**config.mk**
```make
export PLATFORM = sky130hd
export DESIGN_NAME = speed_case_selector
export DESIGN_NICKNAME = d
export VERILOG_FILES = /design/src/inc/speed_case_pkg.sv /design/src/core/speed_case_selector.sv
export SDC_FILE = /design/constraint.sdc
export NUM_CORES = 2
export LEC_CHECK = 0
export BUFFER_PORTS_ARGS = -buffer_cell sky130_fd_sc_hd__buf_4
export CORE_UTILIZATION = 25
export DETAILED_ROUTE_END_ITERATION = 12
export PLACE_DENSITY_LB_ADDON = 0.2
export SLEW_MARGIN = 20
export SYNTH_ARGS = -nofsm -noshare
export SYNTH_HDL_FRONTEND = slang
export SYNTH_SLANG_ARGS = --single-unit
```
**constraint.sdc**
```tcl
create_clock -name clk_sys_i -period 67.7 [get_ports clk_sys_i]
set_input_delay 13.54 -clock clk_sys_i [delete_from_list [all_inputs] [get_ports clk_sys_i]]
set_output_delay 13.54 -clock clk_sys_i [all_outputs]
set_load 0.05 [all_outputs]
```
**src/inc/speed_case_pkg.sv**
```systemverilog
// Constants for the speed based field case selector.
// Assumes a single 20 MHz system clock; configuration arrives as plain ports.
// Operation
// [RULE1] With speed sensing on, general inputs C and D carry wheel pulses and read as zero to ordinary logic.
// [RULE2] Each wheel channel converts its pulse count to cm/s with its own pulses-per-cm setting.
// [RULE3] Any speed whose magnitude is under 10 cm/s is taken as exactly 0 cm/s.
// [RULE4] Speed is signed and covers magnitudes up to 2000 cm/s, saturating beyond.
// [RULE5] The two speeds are compared against a configurable percentage limit, 25 % recommended.
// [RULE6] Disagreement beyond the limit is tolerated for at most 20 seconds, then it is a fault.
// [RULE7] Case selection uses the higher of the two speeds.
// [RULE8] A case with its speed range enabled is active only while the speed lies within its bounds; the code skips the check while speed sensing is off.
// [RULE9] The configuring party sets bounds outside the band from -10 to +10 cm/s, lower bound negative.
// [RULE10] At most two cases are active at once.
// [RULE11] The configuring party covers every reachable speed with some case.
// [RULE12] Each active case routes its chosen sensor field to its chosen safety output.
// [RULE13] Each safety output has a selectable restart: immediate or delayed, default two seconds.
// [RULE14] At least one scanner sensor must be configured.
// [RULE15] Opposite directions on the two wheels shut down, unless an active case ignores speed.
// [RULE16] A case with its speed range disabled ignores wheel data, including direction mismatch.
// [RULE17] No matching case or an overlong disagreement drives the safety outputs off and flags an error.
`default_nettype none
package speed_case_pkg;
  localparam int unsigned CLK_HZ = 20000000;
  localparam int unsigned GATE_MS = 100;
  localparam int unsigned GATE_CYC = CLK_HZ / 1000 * GATE_MS;
  localparam int unsigned GATES_PER_S = 1000 / GATE_MS;
  localparam int unsigned MIN_SPEED_CMS = 10;
  localparam int unsigned MAX_SPEED_CMS = 2000;
  localparam int unsigned DIFF_PCT_RESET = 25;
  localparam int unsigned DIFF_HOLD_S = 20;
  localparam int unsigned DIFF_HOLD_GATES = DIFF_HOLD_S * GATES_PER_S;
  localparam int unsigned RESTART_DELAY_S = 2;
  localparam int unsigned RESTART_GATES = RESTART_DELAY_S * GATES_PER_S;
  localparam int unsigned SPEED_W = 12;
  localparam int unsigned PPC_W = 8;
  localparam int unsigned NUM_CASES = 8;
  localparam int unsigned CASE_IDX_W = 3;
endpackage
`default_nettype wire

```
**src/core/speed_case_selector.sv**
```systemverilog
// Wheel speed measurement, channel cross-check and monitoring case selection.
// Assumes pulse and direction inputs already synchronous to clk_sys_i, one pulse per high cycle.
`default_nettype none
module speed_case_selector #(
  parameter int unsigned NUM_CASES = speed_case_pkg::NUM_CASES,
  parameter int unsigned GATE_CYC = speed_case_pkg::GATE_CYC
) (
  input wire logic clk_sys_i,
  input wire logic rst_n_i,
  input wire logic inc_enable_i,
  input wire logic [3:0] gen_in_i,
  input wire logic wheel_pulse_first_dir_i,
  input wire logic wheel_pulse_second_dir_i,
  input wire logic [speed_case_pkg::PPC_W-1:0] ppc_first_i,
  input wire logic [speed_case_pkg::PPC_W-1:0] ppc_second_i,
  input wire logic [6:0] diff_pct_i,
  input wire logic [NUM_CASES-1:0] case_valid_i,
  input wire logic [NUM_CASES-1:0] case_use_speed_i,
  input wire logic [NUM_CASES-1:0] case_in_a_i,
  input wire logic [NUM_CASES*speed_case_pkg::SPEED_W-1:0] case_min_i,
  input wire logic [NUM_CASES*speed_case_pkg::SPEED_W-1:0] case_max_i,
  input wire logic [NUM_CASES-1:0] case_out_b_i,
  input wire logic [NUM_CASES-1:0] field_clear_i,
  input wire logic [1:0] restart_delayed_i,
  input wire logic [1:0] sensors_present_i,
  output logic [1:0] gen_in_o,
  output logic signed [speed_case_pkg::SPEED_W-1:0] speed_o,
  output logic [NUM_CASES-1:0] case_active_o,
  output logic safety_output_a_o,
  output logic safety_output_b_o,
  output logic diff_flag_o,
  output logic error_o
);
  localparam int unsigned SW = speed_case_pkg::SPEED_W;
  typedef logic signed [SW-1:0] speed_t;

  // Refuse parameter values that the counters and the selection cannot serve.
  if (NUM_CASES < 2 || NUM_CASES > 16 || GATE_CYC < 2) begin : g_bad_params
    $error("speed_case_selector: bad parameters");
  end

  // [RULE1] Inputs C and D reserved for pulses.
  wire pulse_first = inc_enable_i & gen_in_i[2];
  wire pulse_second = inc_enable_i & gen_in_i[3];

  logic [31:0] gate_cnt_reg;
  logic [15:0] cnt_first_reg, cnt_second_reg;
  speed_t spd_first_reg, spd_second_reg;
  logic dir_first_reg, dir_second_reg, gate_tick_reg;
  wire gate_end = gate_cnt_reg == GATE_CYC - 1;

  // Pulses counted over a fixed gate; each count becomes cm/s.
  always_ff @(posedge clk_sys_i or negedge rst_n_i) begin
    if (!rst_n_i) begin
      gate_cnt_reg <= 32'h0;
      cnt_first_reg <= 16'h0;
      cnt_second_reg <= 16'h0;
      gate_tick_reg <= 1'b0;
    end else begin
      gate_cnt_reg <= gate_end ? 32'h0 : gate_cnt_reg + 32'h1;
      cnt_first_reg <= gate_end ? 16'h0 : cnt_first_reg + {15'h0, pulse_first};
      cnt_second_reg <= gate_end ? 16'h0 : cnt_second_reg + {15'h0, pulse_second};
      gate_tick_reg <= gate_end;
    end
  end

  // [RULE2] Count divided by pulses-per-cm, scaled to cm/s.
  function automatic speed_t to_speed(input logic [15:0] cnt, input logic [7:0] ppc, input logic rev);
    logic [31:0] cms;
    speed_t mag;
    cms = (ppc == 8'h0) ? 32'h0 : (32'(cnt) * speed_case_pkg::GATES_PER_S) / 32'(ppc);
    // [RULE4] Saturate magnitude at the measurable maximum.
    if (cms > speed_case_pkg::MAX_SPEED_CMS) cms = speed_case_pkg::MAX_SPEED_CMS;
    // [RULE3] Slow speeds read as zero.
    if (cms < speed_case_pkg::MIN_SPEED_CMS) cms = 32'h0;
    mag = speed_t'(cms[SW-1:0]);
    to_speed = rev ? -mag : mag;
  endfunction

  wire speed_t spd_first_next = to_speed(cnt_first_reg, ppc_first_i, wheel_pulse_first_dir_i);
  wire speed_t spd_second_next = to_speed(cnt_second_reg, ppc_second_i, wheel_pulse_second_dir_i);

  always_ff @(posedge clk_sys_i or negedge rst_n_i) begin
    if (!rst_n_i) begin
      spd_first_reg <= '0;
      spd_second_reg <= '0;
      dir_first_reg <= 1'b0;
      dir_second_reg <= 1'b0;
    end else if (gate_end) begin
      spd_first_reg <= spd_first_next;
      spd_second_reg <= spd_second_next;
      dir_first_reg <= spd_first_next < 0;
      dir_second_reg <= spd_second_next < 0;
    end
  end

  // Magnitude of a signed speed, used by the selection and by the checks.
  function automatic logic [SW-1:0] mag_of(input speed_t s);
    mag_of = s < 0 ? SW'(-s) : SW'(s);
  endfunction

  // Magnitudes and the higher value used for selection.
  wire [SW-1:0] mag_first = mag_of(spd_first_reg);
  wire [SW-1:0] mag_second = mag_of(spd_second_reg);
  // [RULE7] Higher of the two speeds.
  wire speed_t eval_speed = mag_first >= mag_second ? spd_first_reg : spd_second_reg;
  wire [SW-1:0] mag_hi = mag_first >= mag_second ? mag_first : mag_second;
  wire [SW-1:0] mag_lo = mag_first >= mag_second ? mag_second : mag_first;
  // [RULE5] Difference as percent of the higher speed.
  wire [31:0] diff_scaled = 32'(mag_hi - mag_lo) * 32'd100;
  wire [31:0] limit_scaled = 32'(mag_hi) * 32'(diff_pct_i);
  wire diff_over = diff_scaled > limit_scaled;
  wire opposite = (spd_first_reg != 0) && (spd_second_reg != 0) && (dir_first_reg != dir_second_reg);

  // Case match: input A pattern plus speed range where enabled.
  wire [NUM_CASES-1:0] match;
  genvar gi;
  generate
    for (gi = 0; gi < NUM_CASES; gi++) begin : g_case
      wire speed_t lo = speed_t'(case_min_i[gi*SW +: SW]);
      wire speed_t hi = speed_t'(case_max_i[gi*SW +: SW]);
      // [RULE8] Range check for speed-enabled cases.
      wire in_rng = (eval_speed >= lo) && (eval_speed <= hi);
      // [RULE16] A case with range disabled ignores wheel data.
      assign match[gi] = case_valid_i[gi] && (case_in_a_i[gi] == gen_in_i[0])
                         && (!case_use_speed_i[gi] || !inc_enable_i || in_rng);
    end
  endgenerate

  // [RULE10] Keep the two lowest-numbered matches only.
  function automatic logic [NUM_CASES-1:0] first_two(input logic [NUM_CASES-1:0] m);
    logic [NUM_CASES-1:0] r;
    int unsigned n;
    r = '0;
    n = 0;
    for (int i = 0; i < NUM_CASES; i++) begin
      if (m[i] && n < 2) begin
        r[i] = 1'b1;
        n++;
      end
    end
    first_two = r;
  endfunction

  wire [NUM_CASES-1:0] active_next = first_two(match);
  wire ignore_speed = |(active_next & ~case_use_speed_i);
  // [RULE12] Field state of each active case routed to its output.
  wire trip_a = |(active_next & ~case_out_b_i & ~field_clear_i);
  wire trip_b = |(active_next & case_out_b_i & ~field_clear_i);

  logic [15:0] diff_gates_reg;
  logic fault_reg;
  // [RULE6] Disagreement timed in gates; fault past the hold time.
  always_ff @(posedge clk_sys_i or negedge rst_n_i) begin
    if (!rst_n_i) begin
      diff_gates_reg <= 16'h0;
    end else if (gate_tick_reg) begin
      // The count saturates so that a very long disagreement never wraps back to no fault.
      diff_gates_reg <= (diff_over && inc_enable_i) ?
                        (diff_gates_reg == 16'hffff ? diff_gates_reg : diff_gates_reg + 16'h1) : 16'h0;
    end
  end
  wire diff_timeout = diff_gates_reg > speed_case_pkg::DIFF_HOLD_GATES;
  // [RULE15] Opposite directions shut down unless speed is ignored.
  wire dir_fault = inc_enable_i && opposite && !ignore_speed;
  // [RULE17] No case, overlong disagreement or no scanner is an error.
  // [RULE14] A missing scanner configuration is refused as an error.
  wire fault_now = (active_next == '0) || (diff_timeout && !ignore_speed) || dir_fault
                   || (sensors_present_i == 2'b00);

  // [RULE13] Restart counters per output; delayed restart waits after the field clears.
  logic [15:0] rst_a_reg, rst_b_reg;
  wire [15:0] rs_gates = 16'(speed_case_pkg::RESTART_GATES);
  wire hold_a = trip_a || fault_now;
  wire hold_b = trip_b || fault_now;
  always_ff @(posedge clk_sys_i or negedge rst_n_i) begin
    if (!rst_n_i) begin
      rst_a_reg <= 16'h0;
      rst_b_reg <= 16'h0;
    end else begin
      rst_a_reg <= hold_a ? rs_gates : (gate_tick_reg && rst_a_reg != 0 ? rst_a_reg - 16'h1 : rst_a_reg);
      rst_b_reg <= hold_b ? rs_gates : (gate_tick_reg && rst_b_reg != 0 ? rst_b_reg - 16'h1 : rst_b_reg);
    end
  end
  wire on_a = !hold_a && (!restart_delayed_i[0] || rst_a_reg == 0);
  wire on_b = !hold_b && (!restart_delayed_i[1] || rst_b_reg == 0);

  // Registered outputs.
  always_ff @(posedge clk_sys_i or negedge rst_n_i) begin
    if (!rst_n_i) begin
      gen_in_o <= 2'b00;
      speed_o <= '0;
      case_active_o <= '0;
      safety_output_a_o <= 1'b0;
      safety_output_b_o <= 1'b0;
      diff_flag_o <= 1'b0;
      error_o <= 1'b0;
      fault_reg <= 1'b0;
    end else begin
      gen_in_o <= gen_in_i[1:0];
      speed_o <= eval_speed;
      case_active_o <= active_next;
      safety_output_a_o <= on_a;
      safety_output_b_o <= on_b;
      diff_flag_o <= diff_over && inc_enable_i;
      error_o <= fault_now;
      fault_reg <= fault_now;
    end
  end

  // [RULE10] Two cases at most.
  chk_at_most_two: assert property (@(posedge clk_sys_i) disable iff (!rst_n_i) // [RULE10]
    $countones(case_active_o) <= 2) else $error("more than two cases active");
  // [RULE17] Error forces outputs off.
  chk_error_outputs_off: assert property (@(posedge clk_sys_i) disable iff (!rst_n_i) // [RULE17]
    fault_reg |-> !safety_output_a_o && !safety_output_b_o) else $error("output on during error");
  // [RULE3] Dead band reads zero.
  chk_slow_is_zero: assert property (@(posedge clk_sys_i) disable iff (!rst_n_i) // [RULE3]
    speed_o == 0 || speed_o >= 10 || speed_o <= -10) else $error("speed inside dead band");
  // [RULE4] Speed stays in range.
  chk_speed_limit: assert property (@(posedge clk_sys_i) disable iff (!rst_n_i) // [RULE4]
    speed_o <= 2000 && speed_o >= -2000) else $error("speed beyond range");
  // [RULE15] Direction mismatch shuts down.
  chk_dir_shutdown: assert property (@(posedge clk_sys_i) disable iff (!rst_n_i) // [RULE15]
    dir_fault |=> error_o && !safety_output_a_o) else $error("direction mismatch not shut down");
  // [RULE1] Pins ignored when off.
  // A pulse taken while sensing was still on may land one edge after it goes off, so the previous enable is used.
  chk_pins_reserved: assert property (@(posedge clk_sys_i) disable iff (!rst_n_i) // [RULE1]
    !$past(inc_enable_i) |-> $past(gate_end) || ($stable(cnt_first_reg) && $stable(cnt_second_reg)))
    else $error("pulse counted");
  // [RULE13] Delayed restart holds off.
  chk_delayed_restart: assert property (@(posedge clk_sys_i) disable iff (!rst_n_i) // [RULE13]
    restart_delayed_i[0] && rst_a_reg != 0 |=> !safety_output_a_o) else $error("restart too early");
  // [RULE7] Output speed is higher.
  chk_higher_speed: assert property (@(posedge clk_sys_i) disable iff (!rst_n_i) // [RULE7]
    1'b1 |=> mag_of(speed_o) >= $past(mag_first) && mag_of(speed_o) >= $past(mag_second))
    else $error("lower speed selected");
  cov_two_active: cover property (@(posedge clk_sys_i) disable iff (!rst_n_i) $countones(case_active_o) == 2);
  cov_diff: cover property (@(posedge clk_sys_i) disable iff (!rst_n_i) diff_flag_o);
  cov_error: cover property (@(posedge clk_sys_i) disable iff (!rst_n_i) $rose(error_o));
  cov_restart_wait: cover property (@(posedge clk_sys_i) disable iff (!rst_n_i)
    restart_delayed_i[0] && !hold_a && rst_a_reg != 0);
endmodule // speed_case_selector
`default_nettype wire

```
==> summary.txt <==
Outcome
  – Run status: complete, but fails checks
  – Failing checks: setup timing

Global routing
  – Largest net degree at the start of global routing: 72
  – Initial antenna violation count: 5
  – Overall Global Routing Usage: 20.3%
  – First-pass GRT wire length: 384 mm
  – Vias in the first global route: 72.2k
  – Aggregate global routing overflow: 0

Die
  – Row count: 175
  – Io pins: 294
  – Die Span X: 481 µm
  – Initial Util: 25.2%
  – Die area: 0.231 mm²
  – Total core area: 0.228 mm²
  – Die height: 481 µm

Finish
  – Final nets: 12.5k
  – Max FFs per register: 32
  – Final Cell Area: 0.0935 mm²
  – Area delta synth->final: 63.1%
  – Share of post-route cells with drive strength above 1: 42.0%
  – Layout Utilization: 41.1%
  – Layout Cells excl Fill: 14.4k

Synthesis
  – EDFF count, synth: 0
  – Async SR Flop Fraction: 100%
  – Synth top area share: 18.0%
  – Largest area contributor in the netlist: ha_1
  – Synth Area per Inst: 7.36 µm²
  – Post-synthesis cell type count: 164
  – Yosys Warn Count: 0
  – Register area share after synthesis: 7.11%
  – Mapped Cells: 7789
  – Seq cells post-synth: 163
  – Syn Std Cell Area: 0.0573 mm²
  – Top cells by area, synth: ha_1, dfrtp_1, nor2_1, xnor2_1, o21a_1
  – Dominant synthesized flop cell: dfrtp_1

Clock network
  – Clk pin slew, worst setup/hold paths: 0.10 ns
  – Clock root cell: clkbuf_16
  – CTS tree: done
  – Sink Count: 163
  – H-tree levels: 4
  – Clk buf depth: 2
  – Worst-skew pair later-pin latency: 0.53 ns
  – Post-CTS Hold Fix Bufs: 0
  – CTS buffer count: 17

Hold path
  – Worst Hold Class: reg2reg

STA
  – Slew Limit Fails: 0
  – Worst Skew: 0.0502 ns
  – Final period util: 122%
  – Fin. Hold Viols: 0
  – Fin crit period: 82.74 ns
  – Setup WS post-layout: -15.04 ns
  – Worst-Margin Slew: 1.23 ns
  – Final setup fails: 24
  – Slew margin rel.: 16.9%
  – RSZ-0062 raised after global routing: yes
  – Fmax achieved: 12.1 MHz

Detailed routing
  – Residual DRC count: 0
  – Total Wirelength: 243 mm
  – Detail Route Antenna Nets: 0
  – Vias: 71.9k
  – 1st-pass router iterations: 6
  – Drt via density: 4.99
  – Drt wl/cell: 16.9 µm
  – DRT iter0 DRCs: 3625

Critical path
  – Arrival time worst endpoint: 83.15 ns
  – Setup CP Type: in2reg
  – CP Launch Type: primary input
  – Worst path slowest cell: or4b_4
  – R2r setup slk: 7.84 ns
  – CP peak stage delay: 0.64 ns
  – Worst-path maximum fanout: 6
  – Worst setup EP type: register
  – Worst EP required: 68.11 ns
  – CP most frequent cell: o21a_1

Job
  – Max cap viols: 0

Place
  – Detailed Place HPWL: 195 mm
  – Post-Place Cell Area: 0.0847 mm²
  – I/O Buffers: 293
  – GPL Wtd Cong: 0.887
  – Placed cell count: 13.6k
## worst max-delay path, delay by kind of cell
family | cells | cell delay (ns)
AND/OR/NAND/NOR | 122 | 20.62
AO/OA/AOI/OAI | 202 | 34.70
buffers and inverters | 35 | 3.77
multiplexers | 9 | 2.60
adder cells (fa/ha/maj) | 30 | 7.70
## Yosys cell counts, types with 105 or more instances
cell type,instances
a21o_1,107
a21oi_1,462
and2_1,107
dfrtp_1,163
ha_1,827
inv_1,474
mux2_2,107
nand2_1,665
nand2b_1,127
nand3_1,226
nand4_1,126
nor2_1,723
nor2b_1,105
nor3_1,429
o21a_1,333
o21ai_0,329
o31ai_1,194
xnor2_1,300
xor2_1,154
## final timing paths
| kind | to | cells past startpoint | startpoint |
|---|---|---|---|
| min in group asynchronous | rst_a_reg[13] | 1 | rst_n_i |
| min | gate_cnt_reg[4] | 1 | gate_cnt_reg[4] |
| max | spd_second_reg[9] | 398 | ppc_second_i[0] |
| max reg2reg | spd_first_reg[8] | 368 | cnt_first_reg[1] |
| max in group asynchronous | cnt_first_reg[13] | 3 | rst_n_i |
| min reg2reg | gate_cnt_reg[4] | 1 | gate_cnt_reg[4] |
## layer usage
layer  part of all wire [%]  wire, µm  vias to the layer above  GRT usage [%]
met5                  0.010        25                        -              0
met3                    2.2      5250                      251           1.24
met2                     48    117000                      991           35.5
met4                    2.1      5190                        4           4.48
met1                     48    116000                    34249           27.0
li1                       -         -                    36405              -
## placed cells by master, fill, tap and decap left out, types with 52 or more instances in the layout
cell / count
o21ai_1: 63
inv_1: 452
nor2b_1: 97
nand2b_1: 124
or3_1: 88
nor4_1: 66
buf_4: 3660
nand4_1: 126
o31ai_1: 159
ha_1: 758
fa_1: 64
nor3_1: 405
a21oi_2: 52
a31oi_1: 82
a21oi_1: 378
ha_4: 63
xnor2_1: 295
dfrtp_1: 163
and2_1: 95
a21o_1: 106
mux2_2: 88
o21ai_0: 281
nand3_1: 206
o21a_1: 328
nor2_1: 625
or2_2: 66
xor2_1: 150
and3_1: 76
o211ai_1: 74
nor2_2: 62
mux2i_1: 68
nand2_1: 606
## metrics by stage
step	setup TNS (ns)	setup WS [ns]	hold slack [ns]
2_1_floorplan	-424.80	-18.37	0.446
3_3_place_gp	-373.39	-18.15	0.464
3_5_place_dp	-393.78	-18.43	0.467
4_1_cts	-316.62	-14.72	0.477
5_1_grt	-423.94	-18.86	0.495
6_report	-332.33	-15.04	0.477
## kinds of logic after synthesis
logic type	synth area share, %
mux	3.75
fa+ha+maj	20.3
xor+xnor	7.10
flops	7.11
simple gates	28.6
other cells	0.00654
buf+inv	4.77
compound gates	28.3
## what timing repair did
item                       4_1_cts  5_1_grt
hold endpoints to repair         0        0
pin swaps                      339      306
setup endpoints to repair       24       24
setup buffers                  539      200
gates resized for setup        277      239
cloned                           1        0
## area by class of cell
| type | count | area [µm²] |
|---|---|---|
| antenna | 1 | 2.50 |
| clock buffer | 17 | 425 |
| clock inverter | 15 | 204 |
| fill | 23320 | 134000 |
| inverter | 475 | 1810 |
| multi-input combinational | 6998 | 55000 |
| sequential | 163 | 4080 |
| tap | 3009 | 3760 |
| timing repair buffer | 3721 | 28200 |
Power is not shown: default switching activity piles up to over one toggle a cycle in this logic, so the estimate is an artifact.
